===== src/hdl/ssw_defs.svh =====
// constants of the servo status word block
// How it works
// - clear command restores parameter registers to defaults
// - pass counter counts end-of-test markers, readable
// - code word is fault byte plus status byte
// - fault bits 0-6: adapters, rom, ram, timer, cpu
// - fault bit 7 summarises fault bits 0-6
// - status bit 0: last seek was normal
// - status bit 2: last seek was return-to-zero
// - status bit 1: hardware self tests complete
// - status bit 3: word sent to diagnostic processor
// - status bit 4 mirrors fault summary
// - status bit 5: last seek direction, 1=forward
// - bit 7 on cylinder above 842; no move
// - bit 7 on three crossings during settle
// - bit 7 if no lock within 500 ms
`ifndef SSW_DEFS_SVH
`define SSW_DEFS_SVH
// ==========================================
// register offsets (byte addresses)
`define SSW_ADR_CODE_WORD   8'h00
`define SSW_ADR_PASS_COUNT  8'h04
`define SSW_ADR_PARAM_BASE  8'h10
`define SSW_ADR_COMMAND     8'h08
`define SSW_ADR_IRQ_STATUS  8'h0C
`define SSW_ADR_IRQ_MASK    8'h30
`define SSW_ADR_FAULT_SET   8'h34
`define SSW_ADR_STATUS_CTRL 8'h38
// ==========================================
// commands
`define SSW_CMD_CLEAR_PARAM 8'h99
`define SSW_CMD_SEND_WORD   8'h9B
// ==========================================
// field positions
`define SSW_FLT_SUMMARY     7
`define SSW_ST_NORMAL       0
`define SSW_ST_SELFTEST     1
`define SSW_ST_RET_ZERO     2
`define SSW_ST_SENT         3
`define SSW_ST_HWERR        4
`define SSW_ST_DIR          5
`define SSW_ST_UNUSED       6
`define SSW_ST_SEEKERR      7
// ==========================================
// limits and timing
`define SSW_MAX_CYL         10'd842
`define SSW_SETTLE_XINGS    2'd3
`define SSW_PARAM_DEFAULT   8'h00
`define SSW_LOCK_TIMEOUT_MS 500
`define SSW_CLK_KHZ         125000
`define SSW_LOCK_CYCLES     (`SSW_LOCK_TIMEOUT_MS * `SSW_CLK_KHZ)
// ==========================================
// interrupt bits
`define SSW_IRQ_FAULT       0
`define SSW_IRQ_SEEKERR     1
`define SSW_IRQ_PASS        2
`define SSW_IRQ_SELFTEST    3
`endif


===== src/hdl/ssw_pkg.sv =====
// types of the servo status word block
package ssw_pkg;
    typedef enum logic [1:0] {
        SSW_IDLE,
        SSW_SEEK,
        SSW_SETTLE
    } ssw_seek_e;
    typedef logic [7:0] ssw_byte_t;
endpackage


===== src/hdl/ssw_bus_if.sv =====
// register access strobes between the bus slave and the status core
`timescale 1ns/1ns
interface ssw_bus_if;
    logic       wr;
    logic       rd;
    logic [7:0] adr;
    logic [7:0] wdat;
    logic [7:0] wsel;
    logic [31:0] rdat;
    modport slave  (output wr, output rd, output adr, output wdat, output wsel, input rdat);
    modport core   (input wr, input rd, input adr, input wdat, input wsel, output rdat);
endinterface


===== src/hdl/ssw_top.sv =====
// servo status word: fault byte, status byte, pass counter, parameters
//
// The register offsets and the Wishbone interface to the registers were decided locally.
`timescale 1ns/1ns
`include "ssw_defs.svh"
module ssw_top
#(
    parameter int unsigned LOCK_CYCLES = `SSW_LOCK_CYCLES,
    parameter int unsigned NUM_PARAMS  = 8
)
(
    input  wire logic         clk_sys,
    input  wire logic         resetn,
    input  wire logic         wb_cyc_i,
    input  wire logic         wb_stb_i,
    input  wire logic         wb_we_i,
    input  wire logic [7:0]   wb_adr_i,
    input  wire logic [31:0]  wb_dat_i,
    input  wire logic [3:0]   wb_sel_i,
    output logic      [31:0]  wb_dat_o,
    output logic              wb_ack_o,
    input  wire logic [6:0]   fault_event,
    input  wire logic         selftest_done,
    input  wire logic         end_of_test_marker,
    input  wire logic         seek_start,
    input  wire logic         return_to_zero_seek,
    input  wire logic         seek_forward,
    input  wire logic [9:0]   seek_cylinder,
    input  wire logic         track_crossing,
    input  wire logic         settle_start,
    input  wire logic         cylinder_lock,
    output logic              carriage_move_ff,
    output ssw_pkg::ssw_byte_t code_fault_ff,
    output ssw_pkg::ssw_byte_t code_status_ff,
    output logic              irq_ff
);
    import ssw_pkg::*;

    ssw_bus_if bus();

    ssw_wb_slave u_slave
    (
        .clk_sys  (clk_sys),
        .resetn   (resetn),
        .wb_cyc_i (wb_cyc_i),
        .wb_stb_i (wb_stb_i),
        .wb_we_i  (wb_we_i),
        .wb_adr_i (wb_adr_i),
        .wb_dat_i (wb_dat_i),
        .wb_sel_i (wb_sel_i),
        .wb_dat_o (wb_dat_o),
        .wb_ack_o (wb_ack_o),
        .bus      (bus)
    );

    // ==========================================
    // decode
    function automatic logic hit(input logic [7:0] a, input logic [7:0] ref_adr);
        hit = (a == ref_adr);
    endfunction

    logic cmd_wr;
    logic clear_param;
    logic send_word;
    assign cmd_wr      = bus.wr && hit(bus.adr, `SSW_ADR_COMMAND) && bus.wsel[0];
    assign clear_param = cmd_wr && (bus.wdat == `SSW_CMD_CLEAR_PARAM);
    assign send_word   = cmd_wr && (bus.wdat == `SSW_CMD_SEND_WORD);

    // ==========================================
    // parameter group
    ssw_byte_t param_ff [NUM_PARAMS];
    genvar gi;
    generate
        for (gi = 0; gi < NUM_PARAMS; gi++)
        begin : g_param
            always_ff @(posedge clk_sys)
            begin
                if (!resetn || clear_param)
                    param_ff[gi] <= `SSW_PARAM_DEFAULT;
                else if (bus.wr && bus.wsel[0]
                         && hit(bus.adr, `SSW_ADR_PARAM_BASE + 8'(gi * 4)))
                    param_ff[gi] <= bus.wdat;
            end
        end
    endgenerate

    // ==========================================
    // pass counter
    logic [15:0] pass_count_ff;
    always_ff @(posedge clk_sys)
    begin
        if (!resetn)
            pass_count_ff <= 16'h0000;
        else if (end_of_test_marker)
            pass_count_ff <= pass_count_ff + 16'h0001;
    end

    // ==========================================
    // fault byte, sticky until reset
    logic [6:0] fault_ff;
    always_ff @(posedge clk_sys)
    begin
        if (!resetn)
            fault_ff <= 7'h00;
        else
            fault_ff <= fault_ff | fault_event;
    end

    // ==========================================
    // seek supervision
    ssw_seek_e   seek_ff;
    logic [31:0] lock_cnt_ff;
    logic [1:0]  xing_cnt_ff;
    logic        seek_err_ff;
    logic        ret_zero_ff;
    logic        normal_ff;
    logic        dir_ff;
    logic        bad_cyl;
    // a cylinder above the limit is refused before the carriage moves
    assign bad_cyl = seek_start && !return_to_zero_seek && (seek_cylinder > `SSW_MAX_CYL);

    always_ff @(posedge clk_sys)
    begin
        if (!resetn)
        begin
            ret_zero_ff <= 1'b0;
            normal_ff   <= 1'b0;
            dir_ff      <= 1'b0;
        end
        else if (seek_start)
        begin
            ret_zero_ff <= return_to_zero_seek;
            normal_ff   <= !return_to_zero_seek;
            dir_ff      <= seek_forward;
        end
    end

    always_ff @(posedge clk_sys)
    begin
        if (!resetn)
        begin
            seek_ff          <= SSW_IDLE;
            lock_cnt_ff      <= 32'd0;
            xing_cnt_ff      <= 2'd0;
            carriage_move_ff <= 1'b0;
        end
        else
        begin
            case (seek_ff)
                SSW_IDLE:
                begin
                    lock_cnt_ff <= 32'd0;
                    xing_cnt_ff <= 2'd0;
                    if (seek_start && !bad_cyl)
                    begin
                        seek_ff          <= SSW_SEEK;
                        carriage_move_ff <= 1'b1;
                    end
                    else
                        carriage_move_ff <= 1'b0;
                end
                SSW_SEEK, SSW_SETTLE:
                begin
                    lock_cnt_ff <= lock_cnt_ff + 32'd1;
                    if (seek_ff == SSW_SEEK && settle_start)
                        seek_ff <= SSW_SETTLE;
                    if (seek_ff == SSW_SETTLE && track_crossing
                        && xing_cnt_ff != `SSW_SETTLE_XINGS)
                        xing_cnt_ff <= xing_cnt_ff + 2'd1;
                    if (cylinder_lock || lock_cnt_ff >= LOCK_CYCLES - 1)
                    begin
                        seek_ff          <= SSW_IDLE;
                        carriage_move_ff <= 1'b0;
                    end
                end
                default:
                    seek_ff <= SSW_IDLE;
            endcase
        end
    end

    logic xing_err;
    logic lock_err;
    assign xing_err = (seek_ff == SSW_SETTLE) && track_crossing
                      && (xing_cnt_ff == 2'd2);
    assign lock_err = (seek_ff != SSW_IDLE) && !cylinder_lock
                      && (lock_cnt_ff >= LOCK_CYCLES - 1);

    // error holds until the next seek starts; a new error wins
    always_ff @(posedge clk_sys)
    begin
        if (!resetn)
            seek_err_ff <= 1'b0;
        else if (bad_cyl || xing_err || lock_err)
            seek_err_ff <= 1'b1;
        else if (seek_start)
            seek_err_ff <= 1'b0;
    end

    // ==========================================
    // self test and transmission flags
    logic selftest_ff;
    logic sent_ff;
    always_ff @(posedge clk_sys)
    begin
        if (!resetn)
        begin
            selftest_ff <= 1'b0;
            sent_ff     <= 1'b0;
        end
        else
        begin
            if (selftest_done)
                selftest_ff <= 1'b1;
            if (send_word)
                sent_ff <= 1'b1;
        end
    end

    // ==========================================
    // code word
    ssw_byte_t nxt_fault;
    ssw_byte_t nxt_status;
    always_comb
    begin
        nxt_fault                      = {1'b0, fault_ff};
        nxt_fault[`SSW_FLT_SUMMARY]    = |fault_ff;
        nxt_status                     = 8'h00;
        nxt_status[`SSW_ST_NORMAL]     = normal_ff;
        nxt_status[`SSW_ST_SELFTEST]   = selftest_ff;
        nxt_status[`SSW_ST_RET_ZERO]   = ret_zero_ff;
        nxt_status[`SSW_ST_SENT]       = sent_ff;
        nxt_status[`SSW_ST_HWERR]      = |fault_ff;
        nxt_status[`SSW_ST_DIR]        = dir_ff;
        nxt_status[`SSW_ST_UNUSED]     = 1'b0;
        nxt_status[`SSW_ST_SEEKERR]    = seek_err_ff;
    end

    always_ff @(posedge clk_sys)
    begin
        if (!resetn)
        begin
            code_fault_ff  <= 8'h00;
            code_status_ff <= 8'h00;
        end
        else
        begin
            code_fault_ff  <= nxt_fault;
            code_status_ff <= nxt_status;
        end
    end

    // ==========================================
    // interrupts: sticky status, write one to clear, set wins
    logic [3:0] irq_stat_ff;
    logic [3:0] irq_mask_ff;
    logic [3:0] irq_evt;
    logic [3:0] irq_clr;
    assign irq_evt = {selftest_done, end_of_test_marker,
                      bad_cyl | xing_err | lock_err, |fault_event};
    assign irq_clr = (bus.wr && bus.wsel[0] && hit(bus.adr, `SSW_ADR_IRQ_STATUS))
                     ? bus.wdat[3:0] : 4'h0;

    always_ff @(posedge clk_sys)
    begin
        if (!resetn)
        begin
            irq_stat_ff <= 4'h0;
            irq_mask_ff <= 4'h0;
            irq_ff      <= 1'b0;
        end
        else
        begin
            irq_stat_ff <= (irq_stat_ff & ~irq_clr) | irq_evt;
            if (bus.wr && bus.wsel[0] && hit(bus.adr, `SSW_ADR_IRQ_MASK))
                irq_mask_ff <= bus.wdat[3:0];
            irq_ff <= |(irq_stat_ff & irq_mask_ff);
        end
    end

    // ==========================================
    // read mux
    always_comb
    begin
        bus.rdat = 32'h0000_0000;
        // held at zero outside a read, so the mux stays quiet between cycles
        if (!bus.rd)
            bus.rdat = 32'h0000_0000;
        else if (hit(bus.adr, `SSW_ADR_CODE_WORD))
            bus.rdat = {16'h0000, code_fault_ff, code_status_ff};
        else if (hit(bus.adr, `SSW_ADR_PASS_COUNT))
            bus.rdat = {16'h0000, pass_count_ff};
        else if (hit(bus.adr, `SSW_ADR_IRQ_STATUS))
            bus.rdat = {28'h0000000, irq_stat_ff};
        else if (hit(bus.adr, `SSW_ADR_IRQ_MASK))
            bus.rdat = {28'h0000000, irq_mask_ff};
        else
        begin
            for (int i = 0; i < NUM_PARAMS; i++)
                if (hit(bus.adr, `SSW_ADR_PARAM_BASE + 8'(i * 4)))
                    bus.rdat = {24'h000000, param_ff[i]};
        end
    end
endmodule


===== src/hdl/ssw_wb_slave.sv =====
// classic wishbone slave turning bus cycles into one-cycle strobes
`timescale 1ns/1ns
module ssw_wb_slave
(
    input  wire logic        clk_sys,
    input  wire logic        resetn,
    input  wire logic        wb_cyc_i,
    input  wire logic        wb_stb_i,
    input  wire logic        wb_we_i,
    input  wire logic [7:0]  wb_adr_i,
    input  wire logic [31:0] wb_dat_i,
    input  wire logic [3:0]  wb_sel_i,
    output logic      [31:0] wb_dat_o,
    output logic             wb_ack_o,
    ssw_bus_if.slave         bus
);
    // ==========================================
    // strobes, ack one cycle after the request
    logic req;
    assign req      = wb_cyc_i && wb_stb_i && !wb_ack_o;
    assign bus.wr   = req && wb_we_i;
    assign bus.rd   = req && !wb_we_i;
    assign bus.adr  = {wb_adr_i[7:2], 2'b00};
    assign bus.wdat = wb_dat_i[7:0];
    // only the low byte lane carries data
    assign bus.wsel = {8{wb_sel_i[0]}};

    always_ff @(posedge clk_sys)
    begin
        if (!resetn)
        begin
            wb_ack_o <= 1'b0;
            wb_dat_o <= 32'h0000_0000;
        end
        else
        begin
            wb_ack_o <= req;
            if (req && !wb_we_i)
                wb_dat_o <= bus.rdat;
        end
    end
endmodule


===== config.mk =====
export PLATFORM = sky130hd
export DESIGN_NAME = ssw_top
export DESIGN_NICKNAME = d
export VERILOG_FILES = /design/src/hdl/ssw_pkg.sv /design/src/hdl/ssw_bus_if.sv /design/src/hdl/ssw_top.sv /design/src/hdl/ssw_wb_slave.sv
export VERILOG_INCLUDE_DIRS = /design/src /design/src/hdl
export SDC_FILE = /design/constraint.sdc
export NUM_CORES = 1
export LEC_CHECK = 0
export BUFFER_PORTS_ARGS = -buffer_cell sky130_fd_sc_hd__clkbuf_2
export CAP_MARGIN = 15
export CORE_MARGIN = 2
export CORE_UTILIZATION = 55
export DETAILED_ROUTE_END_ITERATION = 16
export PLACE_DENSITY = 0.73
export SYNTH_ARGS = -nofsm -noshare
export SYNTH_HDL_FRONTEND = slang
export SYNTH_HIERARCHICAL = 1
export SYNTH_SLANG_ARGS = --single-unit

===== constraint.sdc =====
create_clock -name clk_sys -period 9.6 [get_ports clk_sys]
set_clock_uncertainty 0.2 [all_clocks]
set_input_delay 1.44 -clock clk_sys [delete_from_list [all_inputs] [get_ports clk_sys]]
set_output_delay 1.44 -clock clk_sys [all_outputs]
set_load 0.05 [all_outputs]

==> run metrics <==
status completed; CTS sink count approximately 190; First-pass DRT Iterations 6; FF-to-FF End param_ff[1][30]$_SDFFCE_PN0P_; Final Hold Viols 0; via count 6871; cell count after placement 1190; WHS 0.252 ns; share of cells above drive strength 1 0.160; gr usage total 0.242; leakage power 3.60 nW; period utilisation layout 0.451; max_slew headroom 0.219; DR iter-0 viols 726; drt wl/cell between 15 and 20 um; setup bufs post-CTS 0; die footprint 17000 sq um; layout overhead on the synthesized area 12.0%; fmax between 200 and 250 MHz; Cell Pwr Density around 170 nW/um^2; clk slew on worst S/H paths roughly 0.070 ns; max-cap viol count 0; worst slew pin tran 1.16 ns; Mapped Cells 923; Die X 130 um; critical path required time 9.46 ns; crit-path max FO 36; htree depth 4; Crit. Startpoint wb_adr_i[3]; GPL Wtd Cong 0.891; Pins Over Slew Limit 0; met2 Usage GRT 0.387; area of the mapped netlist a little under 9000 sq um; endpoints failing setup 0; # fillers 1346; met3 global-route usage 0.0472; YS warnings 6; startpoint types input pin; Mean Syn Cell Area 9.52 sq um; Post-Route Setup TNS 0 ns; vias in the first global route 6313; CORE AREA 15800 sq um; crit path DAT 4.19 ns; worst r2r src u_slave/wb_ack_o$_SDFF_PN0_; Hold WC Path Type register to register; remaining antenna violation count 0; antenna cells 0; IO Pins 125; TritonCTS clock tree yes; initial antenna violation count 0; minimum clock period 4.33 ns; r2r worst-path depth 5; initial core utilization 0.557; largest net degree at the start of global routing 83; Crit Path Category input pin to register; FF-to-FF setup slack 6.29 ns; first-pass GRT wire length 31900 um; Clock Path Buffers 2; Non-Filler Instances 1223; total wire length 20400 um; endpoint class of the critical path register; Worst Setup EP param_ff[1][30]$_SDFFCE_PN0P_; dpl hpwl approximately 14000 um; Layout Nets roughly 1100; Root Buffer Master clkbuf_16; Global Route met1 Usage 0.320; row count 46; GR Overflow Total 0; CTS Buf Count 17; routed vias/inst ~5.6; layer with the highest usage met2; overall power 1.67 mW; IO Port Bufs 94; die height 130 um; RSZ-0062 raised after global routing no; CTS resizes 0; Residual DRC 0; cts hold-fix bufs 0; worst skew pair latency 0.44 ns; Peak VDD IR 0.145 mV
## cells in the final DEF (no fill, tap or decap), types with 5 or more instances in the layout
cell / instances
nor4_1: 16
clkbuf_16: 18
nor2_1: 139
nand2_1: 113
nand4_1: 13
edfxtp_1: 64
conb_1: 19
mux2i_1: 42
a22o_1: 8
nand3_1: 29
nor3_1: 21
a31oi_1: 10
dfxtp_1: 122
inv_6: 6
xnor2_1: 29
buf_4: 9
a22oi_1: 6
and3_1: 23
ha_1: 8
mux4_2: 6
or3_1: 5
clkbuf_2: 94
a21oi_1: 26
xor2_1: 15
o22ai_1: 7
inv_1: 17
and2_1: 31
o21ai_0: 23
## how the worst min path moves through the flow
stage,start,endpoint,slack [ns],cells after the start
final,normal_ff$_SDFFE_PN0P_,code_status_ff[0]$_SDFF_PN0_,0.25,1
after global routing,normal_ff$_SDFFE_PN0P_,code_status_ff[0]$_SDFF_PN0_,0.28,1
after CTS,normal_ff$_SDFFE_PN0P_,code_status_ff[0]$_SDFF_PN0_,0.26,1
after detailed placement,normal_ff$_SDFFE_PN0P_,code_status_ff[0]$_SDFF_PN0_,0.24,1
after global placement,ret_zero_ff$_SDFFE_PN0P_,code_status_ff[2]$_SDFF_PN0_,0.23,1
after floorplan,seek_err_ff$_SDFFE_PN0P_,code_status_ff[7]$_SDFF_PN0_,0.22,2
## metrics by stage
step | cell area (sq um) | util | setup slack (ns)
after global placement | 9250 | 0.587 | 4.88
after global routing | 9840 | 0.624 | 5.15
after floorplan | 8850 | - | 5.56
after detailed placement | 9250 | 0.587 | 4.85
final | 9840 | 0.624 | 5.27
after CTS | 9840 | 0.624 | 5.33
## layer usage
| metal | up-vias | part of all wire |
|---|---|---|
| li1 | 3346 | - |
| met3 | 46 | 0.074 |
| met2 | 266 | 0.46 |
| met4 | 0 | 0.025 |
| met1 | 3213 | 0.44 |
| met5 | - | 0 |
## registers in the layout (all words and copies together) (netlist names), 4 cells and up
| register | cells |
|---|---|
| u_slave/wb_dat_o | 32 |
| lock_cnt_ff | 32 |
| code_fault_ff | 7 |
| code_status_ff | 7 |
| pass_count_ff | 16 |
| irq_mask_ff | 4 |
| fault_ff | 7 |
| param_ff | 64 |
| irq_stat_ff | 4 |
## worst max-delay path, cell delays in order
cell and delay (ns):
clkbuf_2 0.62, nand2b_1 0.22, or3_1 0.51, o41a_1 0.79, o21ai_0 0.60
## report_power, final
part	switching (mW)	leakage (nW)	total (mW)	internal [mW]
logic	0.0878	1.67	0.125	0.0375
registers	0.0118	1.64	0.846	0.834
clock network	0.319	0.283	0.699	0.380
## area by class of cell
type,instances,area (sq um),area share
Inverter,18,67.6,0.00686
Tap cell,216,270,0.0275
Multi-Input combinational cell,667,4010,0.408
Sequential cell,186,4360,0.443
Clock inverter,13,131,0.0133
Clock buffer,19,454,0.0461
Timing Repair Buffer,104,543,0.0552
No activity file was read; power rests on OpenSTA's default activity.
